==> src/inc/gpio_pkg.sv <==
// What this block does
// [RQ1] Pair serves as two pins or one differential
// [RQ2] Plain mode puts pad input on bit 0
// [RQ3] Double rate: rise on bit 0, fall bit 1
// [RQ4] Output bit 0; double rate adds bit 1 falling
// [RQ5] Alternate path only unregistered; HV feeds PLL only
// [RQ6] HS alternate feeds clocks, PLL, feedback, reference
// [RQ7] Output enable optionally registered on output clock
// [RQ8] Capture runs on independent input clock
// [RQ9] Deserializer: first bit 0, last bit 3
// [RQ10] Serializer sends bit 0 first, bit 3 last
// [RQ11] Core drives complement enable same as enable
// [RQ12] Delay stepping only while enable set
// [RQ13] Direction 1 steps up, 0 steps down
// [RQ14] New delay count applies about 5 ns later; code applies it one pclk cycle (50 ns) later
// [RQ15] Delay reset restores the initial count
// [RQ16] Serdes shift on their own fast clocks
// [RQ17] Sixty-four delay steps, input path only
// [RQ18] Delay count saturates at both ends
//
// Purpose: shared constants for the general purpose I/O logic
// Assumes: APB register access, one clock pclk at 20 MHz
// Notes:   all core side clocks are enable pulses derived from pclk
package gpio_pkg;
   // ****************************************************************
   // Register map
   // ****************************************************************
   localparam int          APB_AW      = 8;
   localparam logic [7:0]  OFS_CTRL    = 8'h00;
   localparam logic [7:0]  OFS_CLKDIV  = 8'h04;
   localparam logic [7:0]  OFS_TXDATA  = 8'h08;
   localparam logic [7:0]  OFS_RXDATA  = 8'h0C;
   localparam logic [7:0]  OFS_STATUS  = 8'h10;
   localparam logic [7:0]  OFS_DLYINIT = 8'h14;
   localparam logic [31:0] CTRL_RST    = 32'h0000_0000;
   localparam logic [31:0] CLKDIV_RST  = 32'h0000_0303;
   localparam logic [5:0]  DLYINIT_RST = 6'h00;
   // ****************************************************************
   // Field positions
   // ****************************************************************
   localparam int CTRL_IN_LSB   = 0;
   localparam int CTRL_OUT_LSB  = 2;
   localparam int CTRL_OE_REG   = 4;
   localparam int CTRL_OE       = 5;
   localparam int CTRL_DIFF     = 6;
   localparam int CTRL_HV       = 7;
   localparam int CTRL_ALT_LSB  = 8;
   localparam int CTRL_P1_OUT   = 11;
   localparam int CTRL_P1_OE    = 12;
   localparam int CTRL_DLY_EN   = 16;
   localparam int CTRL_DLY_DIR  = 17;
   localparam int CTRL_DELAY_COUNT_RESET  = 18;
   localparam int DIV_IN_LSB    = 0;
   localparam int DIV_OUT_LSB   = 8;
   localparam int DIV_SER_LSB   = 16;
   localparam int DIV_DES_LSB   = 24;
   localparam int DIV_W         = 8;
   localparam int RX_NEW        = 4;
   localparam int RX_P1         = 5;
   localparam int RX_ALT        = 6;
   localparam int ST_EMPTY      = 6;
   localparam int ST_FULL       = 7;
   localparam int ST_LVL_LSB    = 8;
   // ****************************************************************
   // Sizes and timing
   // ****************************************************************
   localparam int DATA_W        = 4;
   localparam int FIFO_DEPTH    = 8;
   localparam int DLY_STEPS     = 64;
   localparam int DLY_W         = 6;
   localparam int PCLK_NS       = 50;
   localparam int DLY_EFFECT_NS = 5;
   localparam int DLY_EFF_RAW   = DLY_EFFECT_NS / PCLK_NS;
   localparam int DLY_EFF_CYC   = (DLY_EFF_RAW < 1) ? 1 : DLY_EFF_RAW;
   // ****************************************************************
   // Modes
   // ****************************************************************
   typedef enum logic [1:0] {IN_ALT, IN_SDR, IN_DDR, IN_DESER}   in_mode_t;
   typedef enum logic [1:0] {OUT_OFF, OUT_SDR, OUT_DDR, OUT_SER} out_mode_t;
   typedef enum logic [2:0] {ALT_GLOBAL_CLOCK_FEED, ALT_RCLK, ALT_PLLREF, ALT_PLLFB, ALT_VREF} alt_sel_t;
endpackage

==> src/rtl/clk_phase_gen.sv <==
// Purpose: rise and fall enable pulses standing in for a core clock
// Assumes: half period is half plus one pclk cycles
// Notes:   rise and fall never occur in the same cycle
`timescale 1ns/1ps
module clk_phase_gen #(
   parameter int W = 8
) (
   input  wire logic         pclk,
   input  wire logic         presetn,
   input  wire logic         run,
   input  wire logic [W-1:0] half,
   output logic              rise,
   output logic              fall
);
   if (W < 1) begin : g_chk
      $error("clk_phase_gen width too small");
   end
   typedef struct packed {
      logic [W-1:0] cnt;
      logic         phase;
      logic         rise;
      logic         fall;
   } st_t;
   st_t s_r, s_nxt;
   always_comb begin
      s_nxt      = s_r;
      s_nxt.rise = 1'b0;
      s_nxt.fall = 1'b0;
      if (!run) begin
         s_nxt.cnt   = '0;
         s_nxt.phase = 1'b0;
      end else if (s_r.cnt >= half) begin
         s_nxt.cnt   = '0;
         s_nxt.phase = ~s_r.phase;
         s_nxt.rise  = ~s_r.phase;
         s_nxt.fall  = s_r.phase;
      end else begin
         s_nxt.cnt = s_r.cnt + W'(1);
      end
   end
   always_ff @(posedge pclk or negedge presetn) begin
      if (!presetn) begin
         s_r <= '0;
      end else begin
         s_r <= s_nxt;
      end
   end
   assign rise = s_r.rise;
   assign fall = s_r.fall;
endmodule

==> src/rtl/general_purpose_io_logic.sv <==
// Purpose: core side logic of one I/O pair used as general purpose pins
// Assumes: APB slave on pclk; pads arrive asynchronously
// Notes:   pad p carries the data path; pad n is second pin or complement
//
// Decided for this implementation: the APB register port and the address map.
`timescale 1ns/1ps
module general_purpose_io_logic
   import gpio_pkg::*;
#(
   parameter int DW    = DATA_W,
   parameter int DEPTH = FIFO_DEPTH
) (
   input  wire logic              pclk,
   input  wire logic              presetn,
   input  wire logic              psel,
   input  wire logic              penable,
   input  wire logic              pwrite,
   input  wire logic [APB_AW-1:0] paddr,
   input  wire logic [31:0]       pwdata,
   output logic [31:0]            prdata,
   output logic                   pready,
   output logic                   pslverr,
   input  wire logic [1:0]        pad_in,
   output logic [1:0]             pad_out,
   output logic [1:0]             pad_oe,
   output logic                   global_clock_feed,
   output logic                   regional_clock_feed,
   output logic                   pll_reference_feed,
   output logic                   pll_feedback_input,
   output logic                   vref_feed
);
   if (DW != DATA_W || DEPTH < 2) begin : g_chk
      $error("general_purpose_io_logic supports only four bit words");
   end
   localparam int        CW      = $clog2(DEPTH+1);
   localparam logic [DLY_W-1:0] DLY_MAX = DLY_W'(DLY_STEPS-1);
   // ****************************************************************
   // State
   // ****************************************************************
   typedef struct packed {
      logic [31:0]          ctrl;
      logic [31:0]          clkdiv;
      logic [DLY_W-1:0]     dly_init;
      logic [1:0]           sync1;
      logic [1:0]           sync2;
      logic [DLY_STEPS-1:0] line;
      logic [DLY_W-1:0]     dly_cnt;
      logic [DLY_W-1:0]     dly_eff;
      logic [3:0]           eff_tmr;
      logic                 hi_bit;
      logic [DW-1:0]        rx_data;
      logic                 rx_new;
      logic [DW-1:0]        des_buf;
      logic [1:0]           des_idx;
      logic [4:0]           feeds;
      logic                 out_bit;
      logic                 ddr_lo;
      logic [DW-1:0]        ser_sh;
      logic [2:0]           ser_left;
      logic                 ser_pend;
      logic                 oe_q;
      logic [1:0]           pad_out;
      logic [1:0]           pad_oe;
      logic                 pready;
      logic [31:0]          prdata;
      logic                 pslverr;
   } st_t;
   st_t s_r, s_nxt;
   // ****************************************************************
   // Clock enables and transmit FIFO
   // ****************************************************************
   logic          in_rise, in_fall, out_rise, out_fall, ser_tick, des_tick;
   logic          fifo_in_ready, fifo_valid, pop, push;
   logic [DW-1:0] fifo_data;
   logic [CW-1:0] fifo_level;
   logic          hs;
   assign hs = ~s_r.ctrl[CTRL_HV];
   clk_phase_gen #(.W(DIV_W)) u_input_clock (                    // [RQ8]
      .pclk    (pclk),
      .presetn (presetn),
      .run     (1'b1),
      .half    (s_r.clkdiv[DIV_IN_LSB +: DIV_W]),
      .rise    (in_rise),
      .fall    (in_fall)
   );
   clk_phase_gen #(.W(DIV_W)) u_output_clock (
      .pclk    (pclk),
      .presetn (presetn),
      .run     (1'b1),
      .half    (s_r.clkdiv[DIV_OUT_LSB +: DIV_W]),
      .rise    (out_rise),
      .fall    (out_fall)
   );
   clk_phase_gen #(.W(DIV_W)) u_serializer_clock (               // [RQ16]
      .pclk    (pclk),
      .presetn (presetn),
      .run     (hs),
      .half    (s_r.clkdiv[DIV_SER_LSB +: DIV_W]),
      .rise    (ser_tick),
      .fall    ()
   );
   clk_phase_gen #(.W(DIV_W)) u_deserializer_clock (             // [RQ16]
      .pclk    (pclk),
      .presetn (presetn),
      .run     (hs),
      .half    (s_r.clkdiv[DIV_DES_LSB +: DIV_W]),
      .rise    (des_tick),
      .fall    ()
   );
   gpio_fifo #(.WIDTH(DW), .DEPTH(DEPTH)) u_tx_fifo (
      .pclk      (pclk),
      .presetn   (presetn),
      .in_valid  (push),
      .in_ready  (fifo_in_ready),
      .in_data   (pwdata[DW-1:0]),
      .out_valid (fifo_valid),
      .out_ready (pop),
      .out_data  (fifo_data),
      .level     (fifo_level)
   );
   // ****************************************************************
   // Next state
   // ****************************************************************
   in_mode_t  in_mode;
   out_mode_t out_mode;
   logic      access, mapped, wr_done, pad_bit, oe_now;
   logic [31:0] rd_val;
   assign access  = psel & penable;
   assign wr_done = access & s_r.pready & pwrite & ~s_r.pslverr;
   assign push    = wr_done & (paddr == OFS_TXDATA);
   assign mapped  = (paddr == OFS_CTRL)   || (paddr == OFS_CLKDIV) ||
                    (paddr == OFS_TXDATA) || (paddr == OFS_RXDATA) ||
                    (paddr == OFS_STATUS) || (paddr == OFS_DLYINIT);
   always_comb begin
      s_nxt    = s_r;
      pop      = 1'b0;
      in_mode  = in_mode_t'(s_r.ctrl[CTRL_IN_LSB +: 2]);
      out_mode = out_mode_t'(s_r.ctrl[CTRL_OUT_LSB +: 2]);
      // High voltage cell has no serdes; fall back to single rate
      if (!hs && in_mode == IN_DESER) begin
         in_mode = IN_SDR;
      end
      if (!hs && out_mode == OUT_SER) begin
         out_mode = OUT_SDR;
      end
      rd_val = '0;
      case (paddr)
         OFS_CTRL:    rd_val = s_r.ctrl;
         OFS_CLKDIV:  rd_val = s_r.clkdiv;
         OFS_RXDATA: begin
            rd_val[DW-1:0] = s_r.rx_data;
            rd_val[RX_NEW] = s_r.rx_new;
            rd_val[RX_P1]  = s_r.sync2[1];
            rd_val[RX_ALT] = |s_r.feeds;
         end
         OFS_STATUS: begin
            rd_val[DLY_W-1:0]          = s_r.dly_cnt;
            rd_val[ST_EMPTY]           = ~fifo_valid;
            rd_val[ST_FULL]            = ~fifo_in_ready;
            rd_val[ST_LVL_LSB +: CW]   = fifo_level;
         end
         OFS_DLYINIT: rd_val[DLY_W-1:0] = s_r.dly_init;
         default:     rd_val = '0;
      endcase
      // APB: one wait state; a push to a full FIFO stalls
      if (s_r.pready) begin
         s_nxt.pready  = 1'b0;
         s_nxt.pslverr = 1'b0;
      end else if (access && !(pwrite && paddr == OFS_TXDATA && !fifo_in_ready)) begin
         s_nxt.pready  = 1'b1;
         s_nxt.pslverr = ~mapped;
         s_nxt.prdata  = pwrite ? 32'h0000_0000 : rd_val;
         if (!pwrite && paddr == OFS_RXDATA) begin
            s_nxt.rx_new = 1'b0;
         end
      end
      if (wr_done && paddr == OFS_CTRL) begin
         s_nxt.ctrl               = pwdata;
         s_nxt.ctrl[CTRL_DELAY_COUNT_RESET] = 1'b0;
      end
      if (wr_done && paddr == OFS_CLKDIV) begin
         s_nxt.clkdiv = pwdata;
      end
      if (wr_done && paddr == OFS_DLYINIT) begin
         s_nxt.dly_init = pwdata[DLY_W-1:0];
      end
      // Pad synchroniser and delay line
      s_nxt.sync1 = pad_in;
      s_nxt.sync2 = s_r.sync1;
      s_nxt.line  = {s_r.line[DLY_STEPS-2:0], s_r.sync2[0]};
      // Dynamic delay, stepped on the input clock, input path only
      if (wr_done && paddr == OFS_CTRL && pwdata[CTRL_DELAY_COUNT_RESET]) begin
         s_nxt.dly_cnt = s_r.dly_init;                             // [RQ15]
      end else if (hs && in_rise && s_r.ctrl[CTRL_DLY_EN]) begin   // [RQ12]
         if (s_r.ctrl[CTRL_DLY_DIR]) begin                         // [RQ13]
            if (s_r.dly_cnt != DLY_MAX) begin                      // [RQ18]
               s_nxt.dly_cnt = s_r.dly_cnt + DLY_W'(1);
            end
         end else if (s_r.dly_cnt != '0) begin                     // [RQ18]
            s_nxt.dly_cnt = s_r.dly_cnt - DLY_W'(1);
         end
      end
      if (s_r.dly_cnt == s_r.dly_eff) begin
         s_nxt.eff_tmr = '0;
      end else if (s_r.eff_tmr == 4'(DLY_EFF_CYC-1)) begin
         s_nxt.dly_eff = s_r.dly_cnt;                              // [RQ14]
         s_nxt.eff_tmr = '0;
      end else begin
         s_nxt.eff_tmr = s_r.eff_tmr + 4'(1);
      end
      // 64 tap line; the high voltage cell bypasses it
      pad_bit = hs ? s_r.line[s_r.dly_eff] : s_r.sync2[0];         // [RQ17]
      // Input capture
      s_nxt.feeds = '0;
      case (in_mode)
         IN_ALT: begin
            if (!hs) begin
               s_nxt.feeds[ALT_PLLREF] = s_r.sync2[0];             // [RQ5]
            end else begin
               case (alt_sel_t'(s_r.ctrl[CTRL_ALT_LSB +: 3]))      // [RQ6]
                  ALT_GLOBAL_CLOCK_FEED:   s_nxt.feeds[ALT_GLOBAL_CLOCK_FEED]   = s_r.sync2[0];
                  ALT_RCLK:   s_nxt.feeds[ALT_RCLK]   = s_r.sync2[0];
                  ALT_PLLREF: s_nxt.feeds[ALT_PLLREF] = s_r.sync2[0];
                  ALT_PLLFB:  s_nxt.feeds[ALT_PLLFB]  = s_r.sync2[0];
                  ALT_VREF:   s_nxt.feeds[ALT_VREF]   = s_r.sync2[0];
                  default:    s_nxt.feeds = '0;
               endcase
            end
         end
         IN_SDR: begin
            if (in_rise) begin
               s_nxt.rx_data = {{(DW-1){1'b0}}, pad_bit};          // [RQ2]
               s_nxt.rx_new  = 1'b1;
            end
         end
         IN_DDR: begin
            if (in_rise) begin
               s_nxt.hi_bit = pad_bit;
            end
            if (in_fall) begin
               s_nxt.rx_data = {2'b00, pad_bit, s_r.hi_bit};       // [RQ3]
               s_nxt.rx_new  = 1'b1;
            end
         end
         IN_DESER: begin
            if (des_tick) begin
               s_nxt.des_buf[s_r.des_idx] = pad_bit;               // [RQ9]
               s_nxt.des_idx = s_r.des_idx + 2'(1);
               if (s_r.des_idx == 2'(DW-1)) begin
                  s_nxt.rx_data = s_nxt.des_buf;
                  s_nxt.rx_new  = 1'b1;
               end
            end
         end
         default: s_nxt.feeds = '0;
      endcase
      // Output path on the output clock; the serializer shifts on its own clock
      case (out_mode)
         OUT_SDR: begin
            if (out_rise && fifo_valid) begin
               pop           = 1'b1;
               s_nxt.out_bit = fifo_data[0];                       // [RQ4]
            end
         end
         OUT_DDR: begin
            if (out_rise && fifo_valid) begin
               pop           = 1'b1;
               s_nxt.out_bit = fifo_data[0];                       // [RQ4]
               s_nxt.ddr_lo  = fifo_data[1];
            end
            if (out_fall) begin
               s_nxt.out_bit = s_r.ddr_lo;                         // [RQ4]
            end
         end
         OUT_SER: begin
            if (out_rise) begin
               s_nxt.ser_pend = 1'b1;
            end
            if (ser_tick && s_r.ser_left != '0) begin
               s_nxt.out_bit  = s_r.ser_sh[0];                     // [RQ10]
               s_nxt.ser_sh   = s_r.ser_sh >> 1;
               s_nxt.ser_left = s_r.ser_left - 3'(1);
            end else if (ser_tick && s_r.ser_pend && fifo_valid) begin
               pop            = 1'b1;
               s_nxt.ser_pend = 1'b0;
               s_nxt.out_bit  = fifo_data[0];                      // [RQ10]
               s_nxt.ser_sh   = fifo_data >> 1;
               s_nxt.ser_left = 3'(DW-1);
            end
         end
         default: s_nxt.ser_pend = 1'b0;
      endcase
      // Registered enable waits for the output clock
      if (!s_r.ctrl[CTRL_OE_REG]) begin
         s_nxt.oe_q = s_r.ctrl[CTRL_OE];                           // [RQ7]
      end else if (out_rise) begin
         s_nxt.oe_q = s_r.ctrl[CTRL_OE];                           // [RQ7]
      end
      oe_now           = s_nxt.oe_q & (out_mode != OUT_OFF);
      s_nxt.pad_out[0] = s_nxt.out_bit;
      s_nxt.pad_oe[0]  = oe_now;
      if (!hs) begin
         s_nxt.pad_out[1] = 1'b0;
         s_nxt.pad_oe[1]  = 1'b0;
      end else if (s_r.ctrl[CTRL_DIFF]) begin                      // [RQ1]
         s_nxt.pad_out[1] = ~s_nxt.out_bit;
         s_nxt.pad_oe[1]  = oe_now;                                // [RQ11]
      end else begin                                               // [RQ1]
         s_nxt.pad_out[1] = s_r.ctrl[CTRL_P1_OUT];
         s_nxt.pad_oe[1]  = s_r.ctrl[CTRL_P1_OE];
      end
   end
   // ****************************************************************
   // Registers
   // ****************************************************************
   always_ff @(posedge pclk or negedge presetn) begin
      if (!presetn) begin
         s_r          <= '0;
         s_r.ctrl     <= CTRL_RST;
         s_r.clkdiv   <= CLKDIV_RST;
         s_r.dly_init <= DLYINIT_RST;
         s_r.dly_cnt  <= DLYINIT_RST;
         s_r.dly_eff  <= DLYINIT_RST;
      end else begin
         s_r <= s_nxt;
      end
   end
   assign prdata              = s_r.prdata;
   assign pready              = s_r.pready;
   assign pslverr             = s_r.pslverr;
   assign pad_out             = s_r.pad_out;
   assign pad_oe              = s_r.pad_oe;
   assign global_clock_feed   = s_r.feeds[ALT_GLOBAL_CLOCK_FEED];
   assign regional_clock_feed = s_r.feeds[ALT_RCLK];
   assign pll_reference_feed  = s_r.feeds[ALT_PLLREF];
   assign pll_feedback_input  = s_r.feeds[ALT_PLLFB];
   assign vref_feed           = s_r.feeds[ALT_VREF];
endmodule

==> src/rtl/gpio_fifo.sv <==
// Purpose: small flip-flop FIFO in the transmit data path
// Assumes: push and pop follow valid and ready handshakes
// Notes:   head word is visible whenever out_valid is high
`timescale 1ns/1ps
module gpio_fifo #(
   parameter int WIDTH = 4,
   parameter int DEPTH = 8
) (
   input  wire logic                       pclk,
   input  wire logic                       presetn,
   input  wire logic                       in_valid,
   output logic                            in_ready,
   input  wire logic [WIDTH-1:0]           in_data,
   output logic                            out_valid,
   input  wire logic                       out_ready,
   output logic [WIDTH-1:0]                out_data,
   output logic [$clog2(DEPTH+1)-1:0]      level
);
   localparam int PW = (DEPTH > 1) ? $clog2(DEPTH) : 1;
   localparam int CW = $clog2(DEPTH+1);
   if (DEPTH < 2 || WIDTH < 1) begin : g_chk
      $error("gpio_fifo needs depth of two or more");
   end
   typedef struct packed {
      logic [DEPTH-1:0][WIDTH-1:0] mem;
      logic [PW-1:0]               wp;
      logic [PW-1:0]               rp;
      logic [CW-1:0]               cnt;
   } st_t;
   st_t  s_r, s_nxt;
   logic push;
   logic pop;
   assign in_ready  = (s_r.cnt != CW'(DEPTH));
   assign out_valid = (s_r.cnt != '0);
   assign out_data  = s_r.mem[s_r.rp];
   assign level     = s_r.cnt;
   assign push      = in_valid & in_ready;
   assign pop       = out_valid & out_ready;
   always_comb begin
      s_nxt = s_r;
      if (push) begin
         s_nxt.mem[s_r.wp] = in_data;
         s_nxt.wp = (s_r.wp == PW'(DEPTH-1)) ? '0 : s_r.wp + PW'(1);
      end
      if (pop) begin
         s_nxt.rp = (s_r.rp == PW'(DEPTH-1)) ? '0 : s_r.rp + PW'(1);
      end
      if (push && !pop) begin
         s_nxt.cnt = s_r.cnt + CW'(1);
      end else if (pop && !push) begin
         s_nxt.cnt = s_r.cnt - CW'(1);
      end
   end
   always_ff @(posedge pclk or negedge presetn) begin
      if (!presetn) begin
         s_r <= '0;
      end else begin
         s_r <= s_nxt;
      end
   end
endmodule

==> config.mk <==
export PLATFORM = sky130hd
export DESIGN_NAME = general_purpose_io_logic
export DESIGN_NICKNAME = d
export VERILOG_FILES = /design/src/inc/gpio_pkg.sv /design/src/rtl/clk_phase_gen.sv /design/src/rtl/general_purpose_io_logic.sv /design/src/rtl/gpio_fifo.sv
export SDC_FILE = /design/constraint.sdc
export NUM_CORES = 1
export LEC_CHECK = 0
export BUFFER_PORTS_ARGS = -buffer_cell sky130_fd_sc_hd__clkbuf_2
export CAP_MARGIN = 20
export CORE_MARGIN = 4
export CORE_UTILIZATION = 55
export DETAILED_ROUTE_END_ITERATION = 12
export PLACE_DENSITY = 0.85
export SYNTH_ARGS = -nofsm -noshare
export SYNTH_HDL_FRONTEND = slang
export SYNTH_HIERARCHICAL = 1
export SYNTH_SLANG_ARGS = --single-unit
==> constraint.sdc <==
create_clock -name pclk -period 3.1 [get_ports pclk]
set_clock_uncertainty 0.1 [all_clocks]
set_input_delay 0.62 -clock pclk [delete_from_list [all_inputs] [get_ports pclk]]
set_output_delay 0.62 -clock pclk [all_outputs]
set_load 0.02 [all_outputs]
==> flow_summary.ini <==
[worst_hold_path]
worstHoldPathType = input port to async pin

[die]
initial_util_pct = 55.87
die_h_um = 170.7
io-pin-count = 90
die-area_sq_mm = 0.02914
die_width_um = 170.7
core_area_sq_mm = 0.02606
number_of_placement_rows = 59

[finish]
num_antenna_cells = 0
flow.area_growth_from_synthesis_pct = 13.80
layout.cells.non_filler = 1719
layout.cell_area.non_filler_sq_mm = 0.01657
finalNetCount = 1470
share_of_cells_above_drive_strength_1_pct = 24.93

[drt]
initialDrtViolationCount = 852
drt-pass1-iter-count = 5
detail_route.wl_per_cell_um = 20.26
drt.antenna.violating_nets = 0
drcViolationCount = 0
post_drt_via_cell_ratio = 5.953
detailroute.via_count = 10233
routed_wl_mm = 34.83

[timing]
layout_min_cycle_time_ns = 2.922
whs_ns = -0.004466
layout_worst_path_cycle_share_pct = 94.26
hold_violations = 4
worst_slew_margin_rel_pct = 58.34
worst-slew-pin-transition_ns = 0.6249
setup_repair_after_global_routing_missed_its_margin = no
timing.setup.tns_ns = 0
report.final.setup_viol = 0
timing.fmax_ghz = 0.3422
timing.final.max_slew_violations = 0

[pwr]
total_leakage_power_uw = 0.007819
p_seq_share_pct = 46.6
power.switching_uw = 2073
ir_drop_v = 0.0005236
finalPower_uw = 8843
netSwitchingFraction_pct = 23.44
power.clock.fraction_pct = 45.0
pwr-share-comb_pct = 8.4
cellInternalPower_uw = 6770
cellPowerDensity_mw_per_mm2 = 533.7

[worst_setup_path]
cp_data_required_time_ns = 3.42
critPathLaunchType = register
worst-path-max-fanout = 5
setup.reg_to_reg.worst_slack_ns = 0.18
timing.critical_path.arrival_ns = 3.24
timing_worst_setup_path_type = register to register
timing.critical_path.to_type = register

[logic_synthesis]
syn-cell-area_sq_mm = 0.01456
syn_inst = 1260
yosysWarnings = 6
post_synth.cell_area_avg_sq_um = 11.55

[cts]
clkTransAtPathRegs_ns = 0.06
cts_tree = built
cts-htree-levels = 2
number_of_sinks_handled_by_clock_tree_synthesis = 300
ctsLongestPathBuffers = 3
numCtsBuffers = 34
clock_insertion_delay_worst_skew_ns = 0.51
cts_root_buf = clkbuf_16

[global_route]
grt_start_max_net_pins = 79
antenna_violations_before_repair = 0
grt.overflow.total = 0
grtUsageTotal_pct = 24.47
first_pass_grt_wire_length_mm = 57.04
number_of_global_route_vias_before_repair = 10888

[status]
violations = negative hold slack
run_status = complete, but fails checks

[place]
routabilityCongestion = 0.9183
postPlaceCellArea_sq_mm = 0.01545
numPlacedInstances = 1661
numPortBuffers = 89
dp_hpwl_mm = 23.88

[run]
max_cap_viol = 0
==> critical path: stages (launching register included) <==
cell	delay, ns
dfrtp_2	0.40
or4_4	0.58
nand3_2	0.13
nor2_1	0.06
a21oi_1	0.14
nor2_1	0.06
nand2_2	0.09
ha_2	0.18
inv_1	0.06
ha_1	0.33
buf_4	0.13
a21oi_1	0.08
a2111o_1	0.41
o211ai_1	0.09
==> path summary, 6_finish.rpt <==
kind                                                  end                      startpoint  cells after the start
max reg2reg                u_tx_fifo/level[3]$_DFFE_PN0P_  u_tx_fifo/level[0]$_DFFE_PN0P_                     13
max in group asynchronous            s_r[164]$_DFFE_PN1P_                         presetn                      2
min                                  s_nxt[133]$_DFF_PN0_                         presetn                      1
min reg2reg                           s_nxt[82]$_DFF_PN0_            s_nxt[146]$_DFF_PN0_                      0
max                        u_tx_fifo/level[3]$_DFFE_PN0P_  u_tx_fifo/level[0]$_DFFE_PN0P_                     13
min in group pclk                    s_nxt[147]$_DFF_PN0_                       pad_in[1]                      1
==> layer usage <==
metal,vias up,track usage (%),routed length [um]
met5,-,0,0
met4,0,10.42,1401
li1,4631,-,-
met2,320,41.16,17170
met3,95,3.766,1692
met1,5187,31.85,14570
==> flip-flops by register name, summed over array words and instances (netlist names), 2 cells and up <==
register,count
s_r,107
s_nxt,66
u_tx_fifo/s_r,38
prdata,32
u_deserializer_clock/s_r,9
u_input_clock/s_r,9
u_output_clock/s_r,9
u_serializer_clock/s_r,9
u_tx_fifo/level,4
pad_oe,2
pad_out,2
==> layout make-up <==
class                   instances  area, sq um
repair buffers                145        938.4
well taps                     335        419.2
multi-input cells             816         6347
clock buffers                  48        963.4
fillers                      1904         9490
inverters                      65        244.0
flip-flops and latches        300         7513
clock inverters                10        142.6
==> layout by cell type (no fill, tap or decap), types with 21 or more instances in the layout <==
cell,count
a21oi_1,25
a22oi_1,21
buf_4,51
clkbuf_16,34
clkbuf_2,88
dfrtp_1,295
ha_1,58
inv_1,65
mux2_2,83
mux2i_1,22
nand2_1,181
nor2_1,45
nor3_1,44
o21ai_0,27
o31ai_1,26
==> power groups by stage <==
stage                     clock (uW)  combinational [uW]  sequential, uW
after floorplan                    0                 445            4170
after global placement             0                 696            4180
after detailed placement           0                 733            4190
after CTS                       4030                 741            4120
after global routing            4190                 818            4140
final                           3980                 743            4120
==> timing repair <==
action	4_1_cts	5_1_grt
hold buffers	0	0
endpoints found under the setup margin	0	1
resized for setup	0	2
setup buffers	0	0
==> stage by stage <==
| step | worst slack (ns) | util (%) |
|---|---|---|
| 6_report | 0.1779 | 63.58 |
| 5_1_grt | 0.05177 | 63.58 |
| 3_5_place_dp | -0.001575 | 59.31 |
| 3_3_place_gp | 0.06586 | 59.31 |
| 4_1_cts | 0.1077 | 63.55 |
| 2_1_floorplan | 0.001249 | - |
Note: power is estimated with default switching activity, not from simulation.
